==> config.mk <==
export PLATFORM = sky130hd
export DESIGN_NAME = ext_mem_ctrl
export DESIGN_NICKNAME = d
export VERILOG_FILES = /design/src/core/ext_mem_pkg.sv /design/src/core/ext_mem_ctrl.sv
export SDC_FILE = /design/constraint.sdc
export NUM_CORES = 1
export LEC_CHECK = 0
export BUFFER_PORTS_ARGS = -buffer_cell sky130_fd_sc_hd__buf_4
export CORE_MARGIN = 3
export CORE_UTILIZATION = 39
export DETAILED_ROUTE_END_ITERATION = 12
export PLACE_DENSITY = 0.74
export SYNTH_ARGS = -nofsm -noshare
export SYNTH_HDL_FRONTEND = slang
export SYNTH_SLANG_ARGS = --single-unit
==> constraint.sdc <==
create_clock -name clk_sys -period 3 [get_ports clk_sys]
set_input_delay 0.6 -clock clk_sys [delete_from_list [all_inputs] [get_ports clk_sys]]
set_output_delay 0.6 -clock clk_sys [all_outputs]
set_load 0.01 [all_outputs]
==> src/core/ext_mem_pkg.sv <==
`default_nettype none
package ext_mem_pkg;

    // =====================================================
    // widths and counts
    localparam int NSPACE = 4;
    localparam int CNT_W = 6;
    localparam int ADDR_W = 20;
    localparam int DATA_W = 32;
    localparam int BE_W = 4;
    localparam logic [CNT_W-1:0] CNT_ONE = 6'h01;
    // ready window and restart count before strobe end
    localparam logic [CNT_W-1:0] STROBE_TAIL = 6'h02;

    // =====================================================
    // port clock source and second clock divider codes
    localparam logic [1:0] SRC_PIN = 2'h0;
    localparam logic [1:0] SRC_DIV4 = 2'h1;
    localparam logic [1:0] SRC_DIV6 = 2'h2;
    localparam logic [2:0] DIV4_HALF = 3'h2;
    localparam logic [2:0] DIV6_HALF = 3'h3;
    localparam logic [1:0] DIV_N1 = 2'h0;
    localparam logic [1:0] DIV_N2 = 2'h1;
    localparam logic [1:0] DIV_N4 = 2'h2;

    // =====================================================
    // types
    typedef struct packed {
        logic [CNT_W-1:0] read_setup_cycles;
        logic [CNT_W-1:0] read_strobe_cycles;
        logic [CNT_W-1:0] read_hold_cycles;
        logic [CNT_W-1:0] write_setup_cycles;
        logic [CNT_W-1:0] write_strobe_cycles;
        logic [CNT_W-1:0] write_hold_cycles;
        logic [1:0] sync_read_latency;
        logic [1:0] sync_write_latency;
        logic select_extend;
        logic read_enable_mode;
        logic sync_clock_select;
    } space_cfg_s;

    typedef struct packed {
        logic write;
        logic sync;
        logic [1:0] space;
        logic [ADDR_W-1:0] addr;
        logic [BE_W-1:0] be;
        logic [DATA_W-1:0] wdata;
    } req_s;

    typedef enum logic [2:0] {
        ST_IDLE, ST_ASETUP, ST_ASTROBE, ST_AHOLD, ST_SCMD, ST_SWAIT, ST_SDESEL
    } acc_state_e;

endpackage
`default_nettype wire

==> src/core/ext_mem_ctrl.sv <==
`timescale 1ns/1ps
`default_nettype none
module ext_mem_ctrl #(
    parameter int NSPACE = ext_mem_pkg::NSPACE
) (
    // clock and reset
    input wire logic clk_sys,
    input wire logic rstn,
    // clocking setup
    input wire logic [1:0] port_clk_src,
    input wire logic [1:0] second_div_sel,
    input wire logic port_clock_in_pin,
    // per-space timing
    input wire ext_mem_pkg::space_cfg_s space_cfg [NSPACE],
    // request and response
    input wire logic req_valid,
    input wire ext_mem_pkg::req_s req,
    output logic req_ready,
    output logic rsp_valid,
    output logic [ext_mem_pkg::DATA_W-1:0] rsp_rdata,
    // memory clocks
    output logic mem_clock_out_first,
    output logic mem_clock_out_second,
    // memory pins
    output logic [NSPACE-1:0] space_chip_select_n,
    output logic [ext_mem_pkg::BE_W-1:0] byte_lane_enables_n,
    output logic [ext_mem_pkg::ADDR_W-1:0] ext_addr_lines,
    output logic [ext_mem_pkg::DATA_W-1:0] ext_data_out,
    output logic ext_data_oe_n,
    input wire logic [ext_mem_pkg::DATA_W-1:0] ext_data_in,
    output logic oe_pin_n,
    output logic re_pin_n,
    output logic we_pin_n,
    input wire logic ext_ready_in
);

    // =====================================================
    // port clock and memory output clocks
    logic [2:0] pin_sync_q;
    logic pin_lvl_q;
    logic [2:0] div_cnt_q;
    logic div_lvl_q;
    logic sec_cnt_q;
    logic pclk_d;
    logic prise;
    logic [2:0] half;

    assign half = (port_clk_src == ext_mem_pkg::SRC_DIV6) ? ext_mem_pkg::DIV6_HALF
                                                          : ext_mem_pkg::DIV4_HALF;
    assign pclk_d = (port_clk_src == ext_mem_pkg::SRC_DIV4 ||
                     port_clk_src == ext_mem_pkg::SRC_DIV6) ? div_lvl_q : pin_lvl_q;
    assign prise = pclk_d & ~mem_clock_out_first;

    always_ff @(posedge clk_sys or negedge rstn) begin
        if (!rstn) begin
            pin_sync_q <= 3'h0;
            pin_lvl_q <= 1'b0;
        end else begin
            pin_sync_q <= {pin_sync_q[1:0], port_clock_in_pin};
            if (pin_sync_q[1] == pin_sync_q[2]) begin
                pin_lvl_q <= pin_sync_q[2];
            end
        end
    end

    always_ff @(posedge clk_sys or negedge rstn) begin
        if (!rstn) begin
            div_cnt_q <= 3'h0;
            div_lvl_q <= 1'b0;
        end else if (div_cnt_q >= half - 3'h1) begin
            div_cnt_q <= 3'h0;
            div_lvl_q <= ~div_lvl_q;
        end else begin
            div_cnt_q <= div_cnt_q + 3'h1;
        end
    end

    always_ff @(posedge clk_sys or negedge rstn) begin
        if (!rstn) begin
            mem_clock_out_first <= 1'b0;
            mem_clock_out_second <= 1'b0;
            sec_cnt_q <= 1'b0;
        end else begin
            mem_clock_out_first <= pclk_d;
            if (second_div_sel == ext_mem_pkg::DIV_N1) begin
                mem_clock_out_second <= pclk_d;
            end else if (prise) begin
                sec_cnt_q <= ~sec_cnt_q;
                if (second_div_sel == ext_mem_pkg::DIV_N2 || sec_cnt_q) begin
                    mem_clock_out_second <= ~mem_clock_out_second;
                end
            end
        end
    end

    // =====================================================
    // access timing tick and ready synchroniser
    ext_mem_pkg::space_cfg_s cfg_q;
    ext_mem_pkg::req_s cur_q;
    logic sel_clk;
    logic sel_prev_q;
    logic tick;
    logic [2:0] rdy_sync_q;
    logic rdy_q;

    assign sel_clk = cfg_q.sync_clock_select ? mem_clock_out_second : mem_clock_out_first;
    assign tick = sel_clk & ~sel_prev_q;

    always_ff @(posedge clk_sys or negedge rstn) begin
        if (!rstn) begin
            sel_prev_q <= 1'b0;
            rdy_sync_q <= 3'h7;
            rdy_q <= 1'b1;
        end else begin
            sel_prev_q <= sel_clk;
            rdy_sync_q <= {rdy_sync_q[1:0], ext_ready_in};
            if (rdy_sync_q[1] == rdy_sync_q[2]) begin
                rdy_q <= rdy_sync_q[2];
            end
        end
    end

    // =====================================================
    // access sequencer
    ext_mem_pkg::acc_state_e state_q;
    logic [ext_mem_pkg::CNT_W-1:0] cnt_q;
    logic [1:0] lat_q;
    logic seen_low_q;
    logic in_win;
    logic stall;
    logic restart;
    logic strobe_end;
    logic accept;
    ext_mem_pkg::space_cfg_s new_cfg;

    function automatic logic [ext_mem_pkg::CNT_W-1:0] min1(
        input logic [ext_mem_pkg::CNT_W-1:0] x);
        return (x == '0) ? ext_mem_pkg::CNT_ONE : x;
    endfunction

    assign new_cfg = space_cfg[req.space];
    assign accept = req_valid && req_ready && state_q == ext_mem_pkg::ST_IDLE;
    assign in_win = cnt_q <= ext_mem_pkg::STROBE_TAIL;
    assign stall = in_win && !rdy_q;
    assign restart = in_win && seen_low_q && rdy_q;
    assign strobe_end = cnt_q == ext_mem_pkg::CNT_ONE && !stall && !restart;

    always_ff @(posedge clk_sys or negedge rstn) begin
        if (!rstn) begin
            state_q <= ext_mem_pkg::ST_IDLE;
            cnt_q <= '0;
            lat_q <= 2'h0;
            seen_low_q <= 1'b0;
            cur_q <= '0;
            cfg_q <= '0;
        end else if (state_q == ext_mem_pkg::ST_IDLE) begin
            if (accept) begin
                cur_q <= req;
                cfg_q <= new_cfg;
                seen_low_q <= 1'b0;
                cnt_q <= min1(req.write ? new_cfg.write_setup_cycles
                                        : new_cfg.read_setup_cycles);
                state_q <= req.sync ? ext_mem_pkg::ST_SCMD : ext_mem_pkg::ST_ASETUP;
            end
        end else if (tick) begin
            unique case (state_q)
                ext_mem_pkg::ST_ASETUP: begin
                    if (cnt_q == ext_mem_pkg::CNT_ONE) begin
                        state_q <= ext_mem_pkg::ST_ASTROBE;
                        cnt_q <= min1(cur_q.write ? cfg_q.write_strobe_cycles
                                                  : cfg_q.read_strobe_cycles);
                    end else begin
                        cnt_q <= cnt_q - ext_mem_pkg::CNT_ONE;
                    end
                end
                ext_mem_pkg::ST_ASTROBE: begin
                    if (stall) begin
                        seen_low_q <= 1'b1;
                    end else if (restart) begin
                        seen_low_q <= 1'b0;
                        cnt_q <= ext_mem_pkg::STROBE_TAIL;
                    end else if (strobe_end) begin
                        state_q <= ext_mem_pkg::ST_AHOLD;
                        cnt_q <= min1(cur_q.write ? cfg_q.write_hold_cycles
                                                  : cfg_q.read_hold_cycles);
                    end else begin
                        cnt_q <= cnt_q - ext_mem_pkg::CNT_ONE;
                    end
                end
                ext_mem_pkg::ST_AHOLD: begin
                    if (cnt_q == ext_mem_pkg::CNT_ONE) begin
                        state_q <= ext_mem_pkg::ST_IDLE;
                    end else begin
                        cnt_q <= cnt_q - ext_mem_pkg::CNT_ONE;
                    end
                end
                ext_mem_pkg::ST_SCMD: begin
                    state_q <= ext_mem_pkg::ST_SWAIT;
                    lat_q <= cur_q.write ? cfg_q.sync_write_latency
                                         : cfg_q.sync_read_latency;
                end
                ext_mem_pkg::ST_SWAIT: begin
                    if (lat_q == 2'h0) begin
                        state_q <= cfg_q.read_enable_mode ? ext_mem_pkg::ST_IDLE
                                                          : ext_mem_pkg::ST_SDESEL;
                    end else begin
                        lat_q <= lat_q - 2'h1;
                    end
                end
                default: begin
                    state_q <= ext_mem_pkg::ST_IDLE;
                end
            endcase
        end
    end

    // =====================================================
    // request handshake and read data capture
    always_ff @(posedge clk_sys or negedge rstn) begin
        if (!rstn) begin
            req_ready <= 1'b0;
            rsp_valid <= 1'b0;
            rsp_rdata <= '0;
        end else begin
            req_ready <= state_q == ext_mem_pkg::ST_IDLE && !accept;
            rsp_valid <= 1'b0;
            if (tick && !cur_q.write &&
                ((state_q == ext_mem_pkg::ST_ASTROBE && strobe_end) ||
                 (state_q == ext_mem_pkg::ST_SWAIT && lat_q == 2'h0))) begin
                rsp_valid <= 1'b1;
                rsp_rdata <= ext_data_in;
            end
        end
    end

    // =====================================================
    // memory pins
    logic async_act;
    logic sync_act;

    assign async_act = state_q == ext_mem_pkg::ST_ASETUP || state_q == ext_mem_pkg::ST_ASTROBE ||
                       state_q == ext_mem_pkg::ST_AHOLD;
    assign sync_act = state_q == ext_mem_pkg::ST_SCMD || state_q == ext_mem_pkg::ST_SWAIT;

    always_ff @(posedge clk_sys or negedge rstn) begin
        if (!rstn) begin
            space_chip_select_n <= '1;
            byte_lane_enables_n <= '1;
            ext_addr_lines <= '0;
            ext_data_out <= '0;
            ext_data_oe_n <= 1'b1;
            oe_pin_n <= 1'b1;
            re_pin_n <= 1'b1;
            we_pin_n <= 1'b1;
        end else begin
            space_chip_select_n <= '1;
            if (async_act || state_q == ext_mem_pkg::ST_SCMD ||
                (state_q == ext_mem_pkg::ST_SWAIT && cfg_q.select_extend && !cur_q.write)) begin
                space_chip_select_n[cur_q.space] <= 1'b0;
            end
            if (async_act || sync_act) begin
                byte_lane_enables_n <= ~cur_q.be;
                ext_addr_lines <= cur_q.addr;
                ext_data_out <= cur_q.wdata;
            end else begin
                byte_lane_enables_n <= '1;
            end
            ext_data_oe_n <= !((async_act || sync_act) && cur_q.write);
            oe_pin_n <= !((async_act || sync_act) && !cur_q.write);
            re_pin_n <= !((state_q == ext_mem_pkg::ST_ASTROBE && !cur_q.write) ||
                          (state_q == ext_mem_pkg::ST_SCMD &&
                           (!cfg_q.read_enable_mode || !cur_q.write)));
            we_pin_n <= !((state_q == ext_mem_pkg::ST_ASTROBE ||
                           state_q == ext_mem_pkg::ST_SCMD) && cur_q.write);
        end
    end

    // =====================================================
    // assertions
    property p_idle_pins;
        @(posedge clk_sys) disable iff (!rstn)
        $past(state_q) == ext_mem_pkg::ST_IDLE |-> &space_chip_select_n && re_pin_n && we_pin_n;
    endproperty
    a_idle_pins: assert property (p_idle_pins) else $error("pins not idle");

    property p_ready_sync;
        @(posedge clk_sys) disable iff (!rstn)
        $changed(rdy_q) |-> $past(rdy_sync_q[1] == rdy_sync_q[2]);
    endproperty
    a_ready_sync: assert property (p_ready_sync) else $error("ready used unsynchronised");

    property p_stall;
        @(posedge clk_sys) disable iff (!rstn)
        tick && state_q == ext_mem_pkg::ST_ASTROBE && in_win && !rdy_q
        |=> state_q == ext_mem_pkg::ST_ASTROBE && cnt_q == $past(cnt_q);
    endproperty
    a_stall: assert property (p_stall) else $error("strobe not stretched");

    property p_restart;
        @(posedge clk_sys) disable iff (!rstn)
        tick && state_q == ext_mem_pkg::ST_ASTROBE && restart |=> cnt_q == ext_mem_pkg::STROBE_TAIL;
    endproperty
    a_restart: assert property (p_restart) else $error("strobe end not two after ready");

    property p_capture;
        @(posedge clk_sys) disable iff (!rstn)
        tick && state_q == ext_mem_pkg::ST_ASTROBE && strobe_end && !cur_q.write
        |=> rsp_valid && rsp_rdata == $past(ext_data_in);
    endproperty
    a_capture: assert property (p_capture) else $error("read data not captured");

    property p_div4;
        @(posedge clk_sys) disable iff (!rstn)
        $rose(mem_clock_out_first) && port_clk_src == ext_mem_pkg::SRC_DIV4 &&
        $past(port_clk_src, 5) == ext_mem_pkg::SRC_DIV4
        |-> $past(mem_clock_out_first, 4) && !$past(mem_clock_out_first, 2);
    endproperty
    a_div4: assert property (p_div4) else $error("first clock period wrong");

    property p_div2;
        @(posedge clk_sys) disable iff (!rstn)
        second_div_sel == ext_mem_pkg::DIV_N2 && $past(second_div_sel) == ext_mem_pkg::DIV_N2 &&
        $changed(mem_clock_out_second) |-> $past(prise);
    endproperty
    a_div2: assert property (p_div2) else $error("second clock off port clock");

    property p_cs_drop;
        @(posedge clk_sys) disable iff (!rstn)
        state_q == ext_mem_pkg::ST_SWAIT && !cfg_q.select_extend |=> &space_chip_select_n;
    endproperty
    a_cs_drop: assert property (p_cs_drop) else $error("chip select held");

    property p_cs_ext;
        @(posedge clk_sys) disable iff (!rstn)
        state_q == ext_mem_pkg::ST_SWAIT && cfg_q.select_extend && !cur_q.write
        |=> !(&space_chip_select_n) && !oe_pin_n;
    endproperty
    a_cs_ext: assert property (p_cs_ext) else $error("chip select not extended");

    property p_no_desel;
        @(posedge clk_sys) disable iff (!rstn)
        state_q == ext_mem_pkg::ST_SDESEL |-> !cfg_q.read_enable_mode;
    endproperty
    a_no_desel: assert property (p_no_desel) else $error("deselect in fifo mode");

    property p_cov_stall;
        @(posedge clk_sys) disable iff (!rstn) tick && restart;
    endproperty
    c_cov_stall: cover property (p_cov_stall);

    property p_cov_sread;
        @(posedge clk_sys) disable iff (!rstn) rsp_valid && cur_q.sync;
    endproperty
    c_cov_sread: cover property (p_cov_sread);

    property p_cov_awrite;
        @(posedge clk_sys) disable iff (!rstn) !we_pin_n && !cur_q.sync;
    endproperty
    c_cov_awrite: cover property (p_cov_awrite);

endmodule
`default_nettype wire

Word level (Yosys, flattened, before mapping)
Index checks and enable logic that the tools add are counted.

word-level totals
  bits in registers = 216
  output and inout bits = 100
  word-level logic and storage cells = 193

cells by class
  add/subtract/negate cells = 4
  $lt $le $gt $ge = 5
  eq/ne operators = 20
  muxes and demuxes = 51
  bitwise operators = 12
  reductions and logical operators = 62

operator list
  kind                 number
  $bmux 43 s2          1
  $mux 43              2
  $mux 6               14
  $mux 3               12
  $logic_and 1x1->1    20
  $logic_not 6->1      3
  $ne 3x3->1 const B   6
  $pmux 6 s3           1
  $pmux 3 s5           1
  $mux 1               14
  $logic_or 1x1->1     12
  $logic_not 1->1      10
  $reduce_bool 2->1    5
  $mux 4               2
  $not 4->4            2
  $reduce_and 4->1     2
  $reduce_and 8->1     1
  $not 1->1            7
  $eq 3x2->1 const B   2
  $eq 3x3->1 const B   2
  $eq 6x1->1 const B   1
  $le 6x2->1 const B   1
  $reduce_and 2->1     3
  $sub 6x1->6 const B  1
  23 further kinds     29

Longest topological paths before layout
  depth after elaboration = 11
  gate-level depth with buffers = 8
  depth with buffers taken out = 7

Worst setup path after synthesis
OpenSTA, ideal clock, no wires.

  path type = input to register
  start = input port req[57] in the netlist's numbering
  end = register cnt_q[0] in the netlist's numbering
  library setup time = 104 ps
  arrival time = 2229 ps
  setup slack = 668 ps
  stages on the path = 7
  path buffers = 2
  cells stage by stage = buf_4 -> buf_2 -> mux4_2 -> mux2_2 -> nor4_1 -> a2111oi_0 -> a221oi_1

on the way
  word-level cells in the longest chain between the ends = 9

ends and longest elaborated chain
  what                                           RTL line             RTL
  from (decl)                                    ext_mem_ctrl.sv:17   input wire ext_mem_pkg::req_s req,
  $not 2->3 (implied by the code) *              ext_mem_ctrl.sv:141  assign new_cfg = space_cfg[req.space];
  $bmux 43 s2 *                                  ext_mem_ctrl.sv:141
  $mux 43 (implied by the code) * (2 in series)  ext_mem_ctrl.sv:141
  $mux 6 *                                       ext_mem_ctrl.sv:161  cnt_q <= min1(req.write ? new_cfg.write_setup_cycles
  $logic_not 6->1                                ext_mem_ctrl.sv:138  return (x == '0) ? ext_mem_pkg::CNT_ONE : x;
  $mux 6 *                                       ext_mem_ctrl.sv:138
  $mux 6 *                                       ext_mem_ctrl.sv:157  if (accept) begin
  $mux 6 *                                       ext_mem_ctrl.sv:156  end else if (state_q == ext_mem_pkg::ST_IDLE) begin
  to (signal assigned)                           ext_mem_ctrl.sv:161
  to (signal assigned)                           ext_mem_ctrl.sv:170  cnt_q <= min1(cur_q.write ? cfg_q.write_strobe_cycles
  to (signal assigned)                           ext_mem_ctrl.sv:173  cnt_q <= cnt_q - ext_mem_pkg::CNT_ONE;
  to (decl)                                      ext_mem_ctrl.sv:126  logic [ext_mem_pkg::CNT_W-1:0] cnt_q;

Mark *: on every way between the ends. The rest lies on a longest branch, timed or not. The select of a mux whose other input is x is not followed.
A chain may end at the register's enable or synchronous reset.

Worst setup path in the final report
  start = register cnt_q[0] in the netlist's numbering
  end = register rsp_rdata[3] in the netlist's numbering

on the way
  word-level cells in the longest chain between the ends = 8
  elaborated cells on any way between the ends = 12

ends and longest elaborated chain
  what                                                         RTL line                                  RTL
  $le 6x2->1                                                   ext_mem_ctrl.sv:143                       assign in_win = cnt_q <= ext_mem_pkg::STROBE_TAIL;
  $logic_and 1x1->1, on equally long branches                  ext_mem_ctrl.sv:144, ext_mem_ctrl.sv:145
  $logic_not 1->1 / $logic_and 1x1->1 (equally long branches)  ext_mem_ctrl.sv:146, ext_mem_ctrl.sv:145
  $logic_and 1x1->1 / $logic_not 1->1 (equally long branches)  ext_mem_ctrl.sv:146                       assign strobe_end = cnt_q == ext_mem_pkg::CNT_ONE && !stall && !restart;
  $logic_and 1x1->1 *                                          ext_mem_ctrl.sv:146
  $logic_and 1x1->1 *                                          ext_mem_ctrl.sv:228                       ((state_q == ext_mem_pkg::ST_ASTROBE && strobe_end) ||
  $logic_or 1x1->1 *                                           ext_mem_ctrl.sv:228
  $logic_and 1x1->1 *                                          ext_mem_ctrl.sv:227                       if (tick && !cur_q.write &&
  to (signal assigned)                                         ext_mem_ctrl.sv:231                       rsp_rdata <= ext_data_in;
  to (decl)                                                    ext_mem_ctrl.sv:20                        output logic [ext_mem_pkg::DATA_W-1:0] rsp_rdata,

Mark *: on every way between the ends. The rest lies on a longest branch, timed or not.

==> impl_metrics.py <==
metrics = {
    "status": {
        "status": "finished, final reports clean",
    },
    "run": {
        "drv.max_cap_violation_count": 0,
    },
    "finish": {
        "drive_gt1_frac": 0.634,
        "n_fill_cell": 2067,
        "layout-area-overhead-vs-synth_pct": 40.2,
        "antenna_cells": 0,
        "finalNetCount": 1347,
    },
    "clock_network": {
        "clock_root_buffer_master": "sky130_fd_sc_hd__clkbuf_16",
        "clock_sink_count": 216,
        "cts_tree": "done",
        "worst_setup_hold_path_clk_slew_ns": 0.06,
        "post_cts_resized": 0,
        "cts.htree.levels": 1,
        "cts-hold-fix-buffers": 0,
        "postCtsSetupBuffers": 0,
        "cts_inserted_buffers": 25,
        "clk_latency_ns": 0.52,
        "bufs_on_longest_clock_path": 3,
    },
    "timing": {
        "setup_viol": 0,
        "rsz0062_at_grt": "false",
        "max_clock_freq_mhz": 424,
        "finalCritPeriodShare": 0.787,
        "timing.max_slew.rel_slack": 0.519,
        "slew_limit_fails": 0,
        "final-hold-violation-count": 0,
        "worst_pin_slew_ns": 0.721,
        "fin_setup_tns_ns": 0,
        "finalClockSkew_ns": 0.0146,
        "post-route-min-period_ns": 2.36,
    },
    "place": {
        "placer_congestion": 0.819,
        "port_buffers": 372,
        "detailedPlacementHpwl_um": 20200,
    },
    "yosys": {
        "synth.avg_cell_area_um2": 14.6,
        "synthArstFlopShare": 1.00,
        "synth_edf_count": 0,
        "synthDominantAreaCellType": "sky130_fd_sc_hd__dfrtp_1",
        "yosys_warnings": 0,
        "synth_sequential_area_ratio": 0.539,
        "synthesis.area_um2": 10100,
        "netlist.area_leader.share": 0.497,
        "netlist_top_cells_area": "sky130_fd_sc_hd__dfrtp_1 50%, sky130_fd_sc_hd__mux2_2 21%, sky130_fd_sc_hd__mux4_2 9.6%",
        "post_synth_inst_count": 691,
        "synthMostInstantiatedCell": "sky130_fd_sc_hd__dfrtp_1",
        "synth_fp_nets": 972,
        "synth_top_flop_cell": "sky130_fd_sc_hd__dfrtp_1",
        "netlist-cell-type-count": 60,
        "postSynthRegisterBits": 216,
        "synth_common_cells": "200 x sky130_fd_sc_hd__dfrtp_1, 188 x sky130_fd_sc_hd__mux2_2, 43 x sky130_fd_sc_hd__mux4_2",
    },
    "grt": {
        "number_of_global_route_vias_before_repair": 7685,
        "grt_first_pass_wirelength_um": 41600,
        "grt_overflow_total": 0,
        "grt_max_degree": 75,
        "groute.usage.overall": 0.184,
        "grt_antenna_before_repair": 0,
    },
    "floorplanning": {
        "chipHeight_um": 167,
        "core_region_area_um2": 25300,
        "ios": 373,
        "core.rowCount": 58,
        "die-area_um2": 27800,
        "die_x_um": 167,
        "floorplan.initialDensity": 0.399,
    },
    "setup_path": {
        "list_of_cells_traversed_by_the_critical_path": "inv_1, ha_1, nor2b_1, o211ai_4, o21ai_2, nand3b_2, buf_4, mux2_1",
        "path_max_fanout": 33,
        "crit-reg2reg-launch": "cnt_q[0]",
        "endpoint_kind": "flip-flop",
        "setup.reg_to_reg.worst_slack_ns": 0.64,
        "criticalPathCategory": "flip-flop to flip-flop",
        "critical_path_arrival_ns": 2.76,
        "worst_setup_path_start_kind": "flip-flop",
        "worstPathRequired_ns": 3.40,
        "r2r_path_end": "rsp_rdata[3]",
        "worst_path_dominant_cell_family": "flip-flops",
        "critPathSlowestCell": "sky130_fd_sc_hd__dfrtp_1",
        "combined_buffer_and_inverter_count_along_the_critical_path": 2,
        "ff2ff_path_depth": 8,
        "critical-path-max-stage-delay_ns": 0.47,
    },
    "pwr": {
        "static-leakage-power_nw": 6.93,
        "power_per_cell_area_nw_per_um2": 801,
        "total_power_after_layout_mw": 11.3,
        "max-vdd-ir-drop_mv": 0.488,
    },
    "detailed_routing": {
        "post_drt_wl_per_cell_um": 18.6,
        "initialDrtViolationCount": 359,
        "post-route-drc-count": 0,
        "dr_vias_cell": 5.15,
        "final_wl_um": 26200,
        "drtAntennaViolNets": 0,
        "drt-pass1-iter-count": 4,
        "route.vias.total": 7285,
    },
    "min_path": {
        "hold_class": "input port to asynchronous set/reset pin",
    },
}
## area by class of cell
type,count,area (um2),share of cell area
Sequential cell,216,5430,0.384
Clock buffer,32,692,0.0490
Timing Repair Buffer,389,2990,0.212
Tap cell,330,413,0.0292
Clock inverter,13,146,0.0104
Inverter,14,52.6,0.00372
Multi-Input combinational cell,420,4400,0.312
## sequential cells by signal, summed over array words and instances, names as in the netlist, 2 cells and up
signal and cells:
ext_data_out 32, ext_addr_lines 20, state_q 3, byte_lane_enables_n 4, div_cnt_q 3, cfg_q 31
cnt_q 6, rsp_rdata 32, pin_sync_q 3, lat_q 2, rdy_sync_q 3, space_chip_select_n 4
cur_q 59
## how the worst max path moves through the flow
| stage | slack [ns] | startpoint | end | depth (start not counted) |
|---|---|---|---|---|
| after CTS | 0.65 | cnt_q[1] | rsp_rdata[3] | 7 |
| final | 0.64 | cnt_q[0] | rsp_rdata[3] | 8 |
| after detailed placement | 0.45 | req[57] | cnt_q[0] | 6 |
| after global placement | 0.52 | req[57] | cnt_q[0] | 6 |
| after floorplan | 0.67 | req[57] | cnt_q[0] | 7 |
| after global routing | 0.46 | cnt_q[1] | rsp_rdata[3] | 7 |
## routing by layer
metal | wire [um] | up-vias | global-route usage | share of wire
met5 | 0 | - | 0 | 0
met1 | 10200 | 3608 | 0.225 | 0.39
met3 | 1780 | 39 | 0.0382 | 0.068
li1 | - | 3351 | - | -
met2 | 13600 | 287 | 0.332 | 0.52
met4 | 622 | 0 | 0.0481 | 0.024
## worst reg2reg max path, stage by stage (launching register included)
cell                       delay [ns]
sky130_fd_sc_hd__dfrtp_1         0.47
sky130_fd_sc_hd__inv_1           0.13
sky130_fd_sc_hd__ha_1            0.22
sky130_fd_sc_hd__nor2b_1         0.30
sky130_fd_sc_hd__o211ai_4        0.21
sky130_fd_sc_hd__o21ai_2         0.18
sky130_fd_sc_hd__nand3b_2        0.08
sky130_fd_sc_hd__buf_4           0.27
sky130_fd_sc_hd__mux2_1          0.37
## report_power, final
| part | switching, mW | leakage (nW) | internal, mW |
|---|---|---|---|
| sequential | 0.565 | 2.84 | 3.76 |
| combinational | 1.82 | 3.68 | 2.15 |
| clock | 1.21 | 0.413 | 1.82 |
| total | 3.59 | 6.93 | 7.72 |
## kinds of logic after synthesis
logic type	Yosys count	synth area share
compound gates	76	0.0533
xor+xnor	6	0.00522
fa+ha+maj	10	0.0119
buf+inv	55	0.0258
flops	216	0.539
mux	243	0.319
simple gates	85	0.0463
## per-stage QoR
| stage | area, um2 | utilization | worst slack [ns] | hold slack [ns] | instances |
|---|---|---|---|---|---|
| after floorplan | 10100 | - | 0.668 | 0.304 | 691 |
| after global placement | 13300 | 0.526 | 0.520 | 0.333 | 1369 |
| after CTS | 14100 | 0.559 | 0.646 | 0.0405 | 1414 |
| after global routing | 14100 | 0.559 | 0.456 | 0.0634 | 1414 |
| final | 14100 | 0.559 | 0.640 | 0.0432 | 1414 |
| after detailed placement | 13300 | 0.526 | 0.451 | 0.336 | 1369 |
## cells in the final DEF, fill, tap and decap left out, types with 4 or more instances in the layout
cell type,synthesis,routed
sky130_fd_sc_hd__a211oi_1,4,4
sky130_fd_sc_hd__a31oi_1,8,8
sky130_fd_sc_hd__dfstp_2,16,16
sky130_fd_sc_hd__o211ai_1,4,4
sky130_fd_sc_hd__mux2_2,188,188
sky130_fd_sc_hd__ha_1,8,8
sky130_fd_sc_hd__dfrtp_1,200,200
sky130_fd_sc_hd__nor3_1,7,7
sky130_fd_sc_hd__nor2b_1,7,7
sky130_fd_sc_hd__clkbuf_8,0,4
sky130_fd_sc_hd__buf_12,0,5
sky130_fd_sc_hd__clkinv_2,0,7
sky130_fd_sc_hd__o31ai_1,8,8
sky130_fd_sc_hd__nand2_1,21,21
sky130_fd_sc_hd__a21oi_1,10,9
sky130_fd_sc_hd__nand2b_1,6,6
sky130_fd_sc_hd__nor2_1,12,12
sky130_fd_sc_hd__nand3_1,10,10
sky130_fd_sc_hd__buf_4,1,383
sky130_fd_sc_hd__inv_1,14,14
sky130_fd_sc_hd__clkbuf_16,0,25
sky130_fd_sc_hd__mux2i_1,10,10
sky130_fd_sc_hd__mux4_2,43,43
sky130_fd_sc_hd__o21ai_0,14,14
Power figures use the tool's default switching activity.
